## src/shared/crc_pkg.sv

```systemverilog
package crc_pkg;
	// Avalon byte addresses of the register words
	localparam int unsigned ADDR_W = 5;
	localparam logic [4:0] OFS_BYTE_INPUT = 5'h00;
	localparam logic [4:0] OFS_SUM_LOW = 5'h04;
	localparam logic [4:0] OFS_SUM_HIGH = 5'h08;
	localparam logic [4:0] OFS_GEN_CONTROL = 5'h0c;
	localparam logic [4:0] OFS_UPDATE_COUNT = 5'h10;

	// Field layout
	localparam int unsigned GEN_SELECT_BIT = 0;
	localparam int unsigned BYTE_LANE0_BIT = 0;

	// Reset values
	localparam logic [7:0] BYTE_INPUT_RESET = 8'h00;
	localparam logic [7:0] SUM_LOW_RESET = 8'h00;
	localparam logic [7:0] SUM_HIGH_RESET = 8'h00;
	localparam logic GEN_SELECT_RESET = 1'b0;
	localparam logic [7:0] UPDATE_COUNT_RESET = 8'h00;

	// Generator selection and its xor patterns
	localparam logic GEN_CCITT = 1'b0;
	localparam logic GEN_CRC16 = 1'b1;
	localparam logic [15:0] GENERATOR_SELECT_CCITT = 16'h1021;
	localparam logic [15:0] GENERATOR_SELECT_CRC16 = 16'h8005;
	localparam int unsigned BITS_PER_BYTE = 8;

	// Avalon response codes
	localparam logic [1:0] RESP_OKAY = 2'h0;
	localparam logic [1:0] RESP_SLAVEERROR = 2'h2;

	// Timing: cycles from request to the waitrequest-low edge
	localparam int unsigned ANSWER_CYCLES = 1;

	typedef enum logic [0:0] {
		BUS_IDLE = 1'b0,
		BUS_ANSWER = 1'b1
	} bus_state_e;
endpackage

```

## src/shared/crc_calc_if.sv

```systemverilog
`timescale 1ns/1ps
interface crc_calc_if;
	logic [15:0] sum_in;
	logic [7:0] data_in;
	logic generator_select;
	logic [15:0] sum_out;

	modport requester (output sum_in, output data_in, output generator_select, input sum_out);
	modport engine (input sum_in, input data_in, input generator_select, output sum_out);
endinterface

```

## src/logic/crc16_byte_engine.sv

```systemverilog
// Added by the designer: register access over Avalon-MM and the register offsets.
`timescale 1ns/1ps
module crc16_byte_engine (
	input wire logic clock_i, // System clock, 50 MHz
	input wire logic reset_i, // Synchronous reset, high
	input wire logic [4:0] address_i, // Avalon byte address
	input wire logic read_i, // Avalon read
	input wire logic write_i, // Avalon write
	input wire logic [31:0] writedata_i, // Avalon write data
	input wire logic [3:0] byteenable_i, // Avalon byte enables
	output logic [31:0] readdata_o, // Avalon read data
	output logic [1:0] response_o, // Avalon response code
	output logic waitrequest_o // Avalon waitrequest
);
	// Register state
	logic [7:0] byte_input;
	logic [7:0] sum_low;
	logic [7:0] sum_high;
	logic generator_select;
	logic [7:0] update_count;

	// Next values
	logic [7:0] next_byte_input;
	logic [7:0] next_sum_low;
	logic [7:0] next_sum_high;
	logic next_generator_select;
	logic [7:0] next_update_count;
	logic [31:0] next_readdata;
	logic [1:0] next_response;

	// Handshake strobes
	wire capture;
	wire accept;

	// Address decode
	wire hit_byte_input;
	wire hit_sum_low;
	wire hit_sum_high;
	wire hit_gen_control;
	wire hit_update_count;
	wire hit_any;
	wire lane0;

	// Write strobes per register
	wire wr_byte_input;
	wire wr_sum_low;
	wire wr_sum_high;
	wire wr_gen_control;
	wire [7:0] write_byte;

	// Read selection
	wire [7:0] read_byte;
	wire [31:0] read_word;

	// Update datapath
	wire [15:0] running_checksum;
	wire [15:0] updated_checksum;

	crc_calc_if calc ();

	// Bus timing lives apart from the register file
	crc_bus_handshake handshake (
		.clock_i(clock_i),
		.reset_i(reset_i),
		.read_i(read_i),
		.write_i(write_i),
		.capture_o(capture),
		.accept_o(accept),
		.waitrequest_o(waitrequest_o)
	);

	// Combinational eight-step fold, done in one cycle
	crc_byte_update fold (
		.calc(calc.engine)
	);

	// Checksum as one 16-bit word
	assign running_checksum = {sum_high, sum_low};

	// Feed the folder from the live registers and the write data
	assign calc.sum_in = running_checksum;
	assign calc.data_in = write_byte;
	assign calc.generator_select = generator_select;
	assign updated_checksum = calc.sum_out;

	// Decode full address so aliases do not appear
	assign hit_byte_input = (address_i == crc_pkg::OFS_BYTE_INPUT);
	assign hit_sum_low = (address_i == crc_pkg::OFS_SUM_LOW);
	assign hit_sum_high = (address_i == crc_pkg::OFS_SUM_HIGH);
	assign hit_gen_control = (address_i == crc_pkg::OFS_GEN_CONTROL);
	assign hit_update_count = (address_i == crc_pkg::OFS_UPDATE_COUNT);
	assign hit_any = hit_byte_input | hit_sum_low | hit_sum_high | hit_gen_control | hit_update_count;

	// Registers are 8 bits wide; only lane 0 carries them
	assign lane0 = byteenable_i[crc_pkg::BYTE_LANE0_BIT];
	assign write_byte = writedata_i[7:0];

	// A write takes effect only at the accepting edge
	assign wr_byte_input = accept & write_i & lane0 & hit_byte_input;
	assign wr_sum_low = accept & write_i & lane0 & hit_sum_low;
	assign wr_sum_high = accept & write_i & lane0 & hit_sum_high;
	assign wr_gen_control = accept & write_i & lane0 & hit_gen_control;

	// Read mux; unused control bits and upper lanes read zero
	assign read_byte = hit_byte_input ? byte_input :
		hit_sum_low ? sum_low :
		hit_sum_high ? sum_high :
		hit_gen_control ? {7'h00, generator_select} :
		hit_update_count ? update_count :
		8'h00;
	assign read_word = {24'h000000, read_byte};

	// Input byte register
	always_comb
	begin
		next_byte_input = byte_input;
		if (wr_byte_input)
			next_byte_input = write_byte;
	end

	// Checksum pair: direct writes, or the folded result on an input write
	always_comb
	begin
		next_sum_low = sum_low;
		next_sum_high = sum_high;
		if (wr_byte_input)
		begin
			next_sum_high = updated_checksum[15:8];
			next_sum_low = updated_checksum[7:0];
		end
		else
		begin
			if (wr_sum_low)
				next_sum_low = write_byte;
			if (wr_sum_high)
				next_sum_high = write_byte;
		end
	end

	// Generator select; only bit 0 is stored
	always_comb
	begin
		next_generator_select = generator_select;
		if (wr_gen_control)
			next_generator_select = writedata_i[crc_pkg::GEN_SELECT_BIT];
	end

	// Bytes folded since the checksum was last written; wraps at 255
	always_comb
	begin
		next_update_count = update_count;
		if (wr_byte_input)
			next_update_count = update_count + 8'h01;
		else if (wr_sum_low | wr_sum_high)
			next_update_count = crc_pkg::UPDATE_COUNT_RESET;
	end

	// Read data sampled at request start, steady through the answer
	always_comb
	begin
		next_readdata = readdata_o;
		next_response = response_o;
		if (capture)
		begin
			next_readdata = read_i ? read_word : 32'h00000000;
			next_response = hit_any ? crc_pkg::RESP_OKAY : crc_pkg::RESP_SLAVEERROR;
		end
	end

	// Register file flip-flops
	always_ff @(posedge clock_i)
	begin
		if (reset_i)
		begin
			byte_input <= crc_pkg::BYTE_INPUT_RESET;
			sum_low <= crc_pkg::SUM_LOW_RESET;
			sum_high <= crc_pkg::SUM_HIGH_RESET;
			generator_select <= crc_pkg::GEN_SELECT_RESET;
			update_count <= crc_pkg::UPDATE_COUNT_RESET;
		end
		else
		begin
			byte_input <= next_byte_input;
			sum_low <= next_sum_low;
			sum_high <= next_sum_high;
			generator_select <= next_generator_select;
			update_count <= next_update_count;
		end
	end

	// Bus answer flip-flops
	always_ff @(posedge clock_i)
	begin
		if (reset_i)
		begin
			readdata_o <= 32'h00000000;
			response_o <= crc_pkg::RESP_OKAY;
		end
		else
		begin
			readdata_o <= next_readdata;
			response_o <= next_response;
		end
	end
endmodule

```

## src/logic/crc_byte_update.sv

```systemverilog
`timescale 1ns/1ps
module crc_byte_update (
	crc_calc_if.engine calc // Sum, byte and generator in, new sum out
);
	logic [15:0] stage [0:crc_pkg::BITS_PER_BYTE];
	wire [15:0] generator_select_pattern;

	// Only two patterns exist, chosen by one bit
	assign generator_select_pattern = (calc.generator_select == crc_pkg::GEN_CRC16) ? crc_pkg::GENERATOR_SELECT_CRC16 : crc_pkg::GENERATOR_SELECT_CCITT;

	// Byte folds into the high half, low half kept
	assign stage[0] = {calc.sum_in[15:8] ^ calc.data_in, calc.sum_in[7:0]};

	// One shift and conditional xor per input bit
	genvar i;
	generate
		for (i = 0; i < crc_pkg::BITS_PER_BYTE; i++)
		begin : bit_step
			wire [15:0] shifted;
			assign shifted = {stage[i][14:0], 1'b0};
			assign stage[i + 1] = stage[i][15] ? (shifted ^ generator_select_pattern) : shifted;
		end
	endgenerate

	// Zero sum with byte 01h leaves exactly the xor pattern
	assign calc.sum_out = stage[crc_pkg::BITS_PER_BYTE];
endmodule

```

## src/logic/crc_bus_handshake.sv

```systemverilog
`timescale 1ns/1ps
module crc_bus_handshake (
	input wire logic clock_i, // System clock
	input wire logic reset_i, // Synchronous reset, high
	input wire logic read_i, // Avalon read request
	input wire logic write_i, // Avalon write request
	output logic capture_o, // First cycle of a request
	output logic accept_o, // Edge at which the access completes
	output logic waitrequest_o // Avalon waitrequest
);
	crc_pkg::bus_state_e state;
	crc_pkg::bus_state_e next_state;
	wire request;

	assign request = read_i | write_i;

	// One wait cycle, then the answer; master drops its request after it
	always_comb
	begin
		next_state = state;
		unique case (state)
			crc_pkg::BUS_IDLE:
				if (request)
					next_state = crc_pkg::BUS_ANSWER;
			crc_pkg::BUS_ANSWER:
				next_state = crc_pkg::BUS_IDLE;
		endcase
	end

	always_ff @(posedge clock_i)
	begin
		if (reset_i)
			state <= crc_pkg::BUS_IDLE;
		else
			state <= next_state;
	end

	// Waitrequest stays high when idle so no request slips through
	assign capture_o = (state == crc_pkg::BUS_IDLE) & request;
	assign accept_o = (state == crc_pkg::BUS_ANSWER) & request;
	assign waitrequest_o = ~(state == crc_pkg::BUS_ANSWER);
endmodule

```

## config.mk

```make
export PLATFORM = sky130hd
export DESIGN_NAME = crc16_byte_engine
export DESIGN_NICKNAME = d
export VERILOG_FILES = /design/src/shared/crc_pkg.sv /design/src/shared/crc_calc_if.sv /design/src/logic/crc16_byte_engine.sv /design/src/logic/crc_byte_update.sv /design/src/logic/crc_bus_handshake.sv
export SDC_FILE = /design/constraint.sdc
export NUM_CORES = 1
export LEC_CHECK = 0
export ABC_CLOCK_PERIOD_IN_PS = 1900
export BUFFER_PORTS_ARGS = -buffer_cell sky130_fd_sc_hd__buf_2
export CORE_AREA = 2 2 79 81
export CTS_BUF_LIST = sky130_fd_sc_hd__clkbuf_8
export DETAILED_ROUTE_END_ITERATION = 12
export DIE_AREA = 0 0 81 83
export GPL_TIMING_DRIVEN = 0
export MAX_ROUTING_LAYER = met4
export PLACE_DENSITY = 0.77
export SKIP_CTS_REPAIR_TIMING = 1
export SKIP_LAST_GASP = 1
export SLEW_MARGIN = 10
export SYNTH_ARGS = -nofsm -noshare
export SYNTH_HDL_FRONTEND = slang
export SYNTH_HIERARCHICAL = 1
export SYNTH_SLANG_ARGS = --single-unit
export TNS_END_PERCENT = 20
```

## constraint.sdc

```tcl
create_clock -name clock_i -period 1.9 [get_ports clock_i]
set_clock_uncertainty 0.05 [all_clocks]
set_input_delay 0.095 -clock clock_i [delete_from_list [all_inputs] [get_ports clock_i]]
set_output_delay 0.095 -clock clock_i [all_outputs]
set_load 0.05 [all_outputs]
```

==> results of run 1 <==
cell type report:
cell class / count / area, µm²
Clock buffer: 6 / 82.6
Fill cell: 525 / 2190
Multi-Input combinational cell: 268 / 1890
Timing Repair Buffer: 56 / 359
Clock inverter: 1 / 5.00
Buffer: 42 / 270
Sequential cell: 43 / 880
Inverter: 10 / 41.3
Tap cell: 75 / 93.8
registers in the layout, summed over array words and instances, names as in the netlist:
| register | cells |
|---|---|
| handshake/state | 1 |
| update_count | 8 |
| byte_input | 8 |
| response_o | 1 |
| readdata_o | 8 |
| sum_low | 8 |
| calc.generator_select | 1 |
| sum_high | 8 |
power by group through the flow:
stage | clock, W | combinational (W) | sequential (W)
6_report | 0.000597 | 0.000555 | 0.000908
5_1_grt | 0.000633 | 0.000595 | 0.000909
4_1_cts | 0.000598 | 0.000465 | 0.000912
3_5_place_dp | 0 | 0.000461 | 0.000933
3_3_place_gp | 0 | 0.000453 | 0.000933
2_1_floorplan | 0 | 0.000364 | 0.000944
worst max-delay path: cells and delay by family, from the launching register on:
family | cells | cell delay [ps]
xor gates and xnor gates | 4 | 1000
and+or+nand+nor | 2 | 230
DFF | 1 | 370
AOI/OAI and AO/OA | 1 | 230
logic make-up after synthesis:
kind of cell    count (synthesis)
simple gates                  115
compound gates                 78
buf+inv                        52
flops                          43
xor+xnor                       37
mux                            12
fa+ha+maj                       1
other cells                     1
per-stage QoR:
step	util [%]	setup TNS, ps	setup WS (ps)
6_report	62.3	-76.7	-52.1
2_1_floorplan	-	-498	-93.2
3_3_place_gp	53.4	-3050	-310
4_1_cts	54.9	-4940	-385
3_5_place_dp	53.4	-4250	-373
5_1_grt	62.3	-1090	-155
per-layer routing:
metal / vias to the layer above / routed length (µm) / GRT usage, %
met2: 118 / 3770 / 35.2
met4: 0 / 112 / 7.40
met5: - / 0 / -
li1: 1290 / - / -
met3: 22 / 523 / 3.59
met1: 1260 / 3180 / 28.0
synthesized netlist by cell type (7+ instances only):
| cell type | n | area (µm²) |
|---|---|---|
| sky130_fd_sc_hd__a21oi_1 | 13 | 65.1 |
| sky130_fd_sc_hd__clkbuf_1 | 11 | 41.3 |
| sky130_fd_sc_hd__a32oi_1 | 8 | 70.1 |
| sky130_fd_sc_hd__xor2_1 | 9 | 78.8 |
| sky130_fd_sc_hd__inv_1 | 10 | 37.5 |
| sky130_fd_sc_hd__a311oi_1 | 11 | 96.3 |
| sky130_fd_sc_hd__a211oi_1 | 9 | 67.6 |
| sky130_fd_sc_hd__buf_4 | 25 | 188 |
| sky130_fd_sc_hd__mux2i_1 | 12 | 120 |
| sky130_fd_sc_hd__dfxtp_1 | 43 | 861 |
| sky130_fd_sc_hd__o21ai_0 | 25 | 125 |
| sky130_fd_sc_hd__nand2b_1 | 9 | 56.3 |
| sky130_fd_sc_hd__nor2_1 | 34 | 128 |
| sky130_fd_sc_hd__xnor2_1 | 19 | 166 |
| sky130_fd_sc_hd__nor3_1 | 7 | 35.0 |
| sky130_fd_sc_hd__nand2_1 | 52 | 195 |
path summary, 6_finish.rpt:
| check | depth (start not counted) | end | from | slack [ps] |
|---|---|---|---|---|
| setup / recovery | 7 | sum_low[0] | sum_high[6] | -50 |
| setup reg to reg | 7 | sum_low[0] | sum_high[6] | -50 |
| hold reg to reg | 1 | handshake/state | handshake/state | 400 |
| hold / removal | 3 | handshake/state | read_i | 60 |
==> out/summary.md, run 1 <==
## Run status
• complete, but fails checks — outcome
• setup timing — violated checks

## Clock tree
• 5 — clock buffers created by TritonCTS
• 290 ps — clock latency on the worst-skew pair
• sky130_fd_sc_hd__clkbuf_8 — CTS Root Cell
• 2 — number of H-tree levels
• 80 ps — clock transition at the registers of the reported paths
• built — clock tree from TritonCTS
• 43 — number of sinks handled by clock tree synthesis
• 2 — Longest Clk Path Bufs

## Floorplan
• 6720 µm² — DIE AREA
• 81 µm — die width
• 83 µm — y dimension of the die
• 47.6% — initial standard-cell utilization of the core
• 80 — I/O pin total
• 28 — number of placement rows
• 5820 µm² — area of the core

## STA
• 55.0 ps — worst hold margin
• 24.5% — worst rel slew slack
• 1120 ps — Worst Tran Pin Value
• 3 — final number of setup-violating endpoints
• 1950 ps — final critical-path required period
• yes — setup repair after global routing missed its margin
• 512 MHz — maximum operating frequency
• 0 — count of endpoints failing hold in the final timing report
• 0 — pins over their slew limit
• -52.1 ps — post-layout worst setup margin
• 103% — Final period util

## Global routing
• 0 — Remaining Overflow, GRT
• 22.0% — Total GRT Usage
• 2433 — via count of the first global-routing pass
• 0 — antenna violations before repair
• 13 — pin count of the biggest net entering global routing
• 11300 µm — global-route wire length before repair

## Synth
• sky130_fd_sc_hd__dfxtp_1 — most used flip-flop cell after synthesis
• 0 — number of enable-type register cells in the synthesized netlist
• 18.5% — post-synthesis simple-gate area fraction
• 19.0% — Compound-Gate Fraction of Synth Area
• 31.1% — portion of the post-synthesis area used by sequential elements
• 15.6% — share of the synthesized netlist area taken by xor and xnor gates
• 6 — total number of yosys warnings
• 0.452% — Adder-Cell Fraction of Synth Area
• 0% — fraction of registers with async set or reset after synthesis
• 2770 µm² — area of the mapped netlist
• 339 — gate count of the mapped netlist
• 8.17 µm² — Avg Inst Size Synth
• 4.34% — multiplexer share of the synthesized area
• 42 — number of distinct library cell variants in the gate-level netlist after synthesis
• compound AO/OA/AOI/OAI gates — main combinational cell family by area after synthesis
• 43 — flip-flop and latch count after synthesis

## Critical path
• 430 ps — maximum cell stage delay along the critical path
• register — Crit. End Element
• register — type of origin of the critical path
• register to register — Crit Path Category
• xnor2_4, xnor2_4, xnor3_1, nand2b_4, xnor2_2, nand2_1, a311oi_1 — cell-by-cell trace of the critical path
• 2110 ps — data arrival at the endpoint of the critical path
• sky130_fd_sc_hd__xnor3_1 — Critical-path top delay cell
• sky130_fd_sc_hd__xnor2_4 — cell mode on critical path
• 2060 ps — Req. time, crit path
• 4 — Max Fanout on Critical Path

## Drt
• 2690 — DR vias
• 0 — number of nets with antenna violations after routing
• 15.2 µm — routed wire length per instance
• 5.37 — routed vias/inst
• 251 — count of routing violations after the opening detailed-route iteration
• 5 — length of the first detailed-routing pass in iterations
• 7600 µm — sum of routed wire length over all layers
• 0 — number of DRC violations after detailed routing

## Placed design
• 27 — Port Buf Inserts
• 3110 µm² — placed standard-cell area
• 5190 µm — HPWL reported at the end of detailed placement
• 465 — # placed instances
• 0.885 — routability-driven placement congestion ratio

## Final layout
• 3630 µm² — Final Instance Area
• 501 — non-filler cells, final
• 52 x sky130_fd_sc_hd__nand2_1, 52 x sky130_fd_sc_hd__buf_4, 34 x sky130_fd_sc_hd__nor2_1, 34 x sky130_fd_sc_hd__dfxtp_1, 29 x sky130_fd_sc_hd__buf_2 — most used cells in the layout excluding fill and tap cells
• 29.3% — share of cells above drive strength 1
• 30.9% — synthesis-to-finish area growth
• 472 — final net count
• 0 — antenna fix cells

## Power and ir drop
• 0.000644 W — Switch Pwr
• 27.0% — part of the power in combinational logic
• 568 nW/µm² — total power density per cell area
• 0.478 mV — peak ir drop on the vdd network
• 44.1% — fraction of power consumed by sequential logic
• 0.00142 W — cell internal power dissipation
• 29.0% — Clk pwr share
• 1.50 nW — Pleak
• 0.00206 W — Overall Power
• 31.3% — switch share

## Job
• 0 — number of max-cap violations

## Hold path
• primary input to register — class of the tightest hold or removal check

Power figures use the tool's default switching activity.
==> run 2: changes to the inputs <==
Settings changed: PLACE_DENSITY 0.77 to 0.86.
==> run 2 against run 1 <==
Compared with the run above: the flow still finishes with violations (setup timing); sequential power about the same; final area down 0.48%; maximum frequency down 1.8%; register-to-register slack worse by 40 ps; clock power down 4.4%; first-iteration DRC count up 22%; non-clock buffer count down 4; critical endpoint unchanged; power down 1.3%; sequential cell count unchanged; core utilization down 0.30 points; highest routed layer unchanged; via count up 1.2%; wire length down 0.97%.
==> out/summary.md, run 2 (synthesized netlist as in run 1, its figures left out) <==
## Drt
• 0 — number of nets with antenna violations after routing
• 2723 — DR vias
• 5.47 — routed vias/inst
• 15.1 µm — routed wire length per instance
• 307 — count of routing violations after the opening detailed-route iteration
• 5 — length of the first detailed-routing pass in iterations
• 3830 µm — sum of met2 wire segment lengths after detailed routing
• 7520 µm — sum of routed wire length over all layers
• 0 — number of DRC violations after detailed routing
• 532 µm — Met3 Wirelength
• met4 — top routing layer in use
• 3010 µm — wire length on met1

## Floorplan
• 5820 µm² — area of the core
• 28 — number of placement rows
• 83 µm — y dimension of the die
• 47.6% — initial standard-cell utilization of the core
• 81 µm — die width
• 80 — I/O pin total
• 6720 µm² — DIE AREA

## STA
• -88.3 ps — post-layout worst setup margin
• 0 — pins over their slew limit
• 105% — Final period util
• 1990 ps — final critical-path required period
• yes — setup repair after global routing missed its margin
• 1090 ps — Worst Tran Pin Value
• 503 MHz — maximum operating frequency
• -280 ps — Total Neg Setup Slack
• 0 — count of endpoints failing hold in the final timing report
• 6 — final number of setup-violating endpoints
• 26.6% — worst rel slew slack

## Hold path
• primary input to register — class of the tightest hold or removal check
• byte_input[5] — Worst Hold End
• 3 — instance count along the most critical hold path
• writedata_i[5] — worst hold start

## Final layout
• 29.3% — share of cells above drive strength 1
• 508 — number of filler cells placed in the layout
• 52 x sky130_fd_sc_hd__nand2_1, 48 x sky130_fd_sc_hd__buf_4, 34 x sky130_fd_sc_hd__nor2_1, 34 x sky130_fd_sc_hd__dfxtp_1, 30 x sky130_fd_sc_hd__buf_2 — most used cells in the layout excluding fill and tap cells
• 30.3% — synthesis-to-finish area growth
• 882 µm² — combined flip-flop and latch cell area
• sky130_fd_sc_hd__nand2_1 — commonest non-fill, non-tap cell in the layout
• 0 — antenna fix cells
• 1910 µm² — area of the multi-input gates
• 468 — final net count

## Critical path
• XOR/XNOR gates — crit-path leading delay family
• -90 ps — worst setup slack for register-to-register paths
• register — Crit. End Element
• 2150 ps — data arrival at the endpoint of the critical path
• 3 — Max Fanout on Critical Path
• register — type of origin of the critical path
• xnor2_4, xor2_4, xnor3_1, nand2b_4, xnor2_2, nand2_1, a311oi_2 — cell-by-cell trace of the critical path
• 410 ps — maximum cell stage delay along the critical path
• sum_high[3] — reg2reg start
• 2060 ps — Req. time, crit path
• sky130_fd_sc_hd__xnor3_1 — Critical-path top delay cell
• 7 — cells on worst reg2reg path
• sum_low[0] — reg-to-reg endpoint
• 0 — total buffers and inverters traversed by the critical path
• register to register — Crit Path Category
• 7 — Crit. path cell count

## Power and ir drop
• 1.48 nW — Pleak
• 27.3% — part of the power in combinational logic
• 32.1% — switch share
• 0.00203 W — Overall Power
• 0.000652 W — Switch Pwr
• 0.00138 W — cell internal power dissipation
• 28.1% — Clk pwr share
• 0.358 mV — peak ir drop on the vdd network
• 563 nW/µm² — total power density per cell area
• 44.6% — fraction of power consumed by sequential logic

## Global routing
• 0 — antenna violations before repair
• 0 — Remaining Overflow, GRT
• 21.3% — Total GRT Usage
• 11100 µm — global-route wire length before repair
• 2319 — via count of the first global-routing pass
• 14 — pin count of the biggest net entering global routing

## Clock tree
• 43 — number of sinks handled by clock tree synthesis
• 2 — number of H-tree levels
• 300 ps — clock latency on the worst-skew pair
• 5 — clock buffers created by TritonCTS
• 2 — Longest Clk Path Bufs
• sky130_fd_sc_hd__clkbuf_8 — CTS Root Cell
• built — clock tree from TritonCTS
• 80 ps — clock transition at the registers of the reported paths

## Job
• 0 — number of max-cap violations

## Run status
• complete, but fails checks — outcome
• setup timing — violated checks

## Placed design
• -375 ps — worst slack at placement
• 27 — Port Buf Inserts
• 5140 µm — HPWL reported at the end of detailed placement
• 0.902 — routability-driven placement congestion ratio

run 2: cell type report:
type | instances | share of cell area [%]
timing repair buffer | 52 | 9.12
multi-input combinational | 268 | 53.0
clock buffer | 5 | 1.91
tap | 75 | 2.60
buffer | 42 | 7.35
sequential | 43 | 24.4
inverter | 10 | 1.14
clock inverter | 3 | 0.451
run 2: worst max path at each step:
stage	startpoint	to	slack (ps)
final	sum_high[3]	sum_low[0]	-90
after global routing	sum_high[3]	sum_low[0]	-170
after CTS	sum_high[6]	sum_high[7]	-370
after detailed placement	sum_high[6]	sum_high[7]	-370
after global placement	handshake/state	sum_high[5]	-280
after floorplan	handshake/state	sum_high[5]	-90
run 2: stage by stage:
step	util (%)	instance area (µm²)	hold WS, ps	instances
2_1_floorplan	-	2880	114	363
3_3_place_gp	53.4	3110	218	465
3_5_place_dp	53.4	3110	226	465
4_1_cts	54.9	3190	-87.2	473
5_1_grt	62.0	3610	57.0	498
6_report	62.0	3610	62.0	498
run 2: tightest hold or removal path, stage by stage:
cell and delay (ps):
sky130_fd_sc_hd__buf_2 150, sky130_fd_sc_hd__nand2_1 70, sky130_fd_sc_hd__a21oi_1 50
run 2: power groups by stage:
stage / Clock [W] / Combinational (W) / Sequential [W]
6_report: 0.000571 / 0.000554 / 0.000907
5_1_grt: 0.000616 / 0.000590 / 0.000908
4_1_cts: 0.000571 / 0.000460 / 0.000912
3_5_place_dp: 0 / 0.000458 / 0.000933
3_3_place_gp: 0 / 0.000450 / 0.000933
2_1_floorplan: 0 / 0.000364 / 0.000944
run 2: routing by layer:
| layer | vias up | track usage (%) |
|---|---|---|
| met5 | - | - |
| met4 | 0 | 4.31 |
| met3 | 24 | 3.48 |
| met2 | 141 | 34.8 |
| met1 | 1271 | 27.6 |
| li1 | 1287 | - |
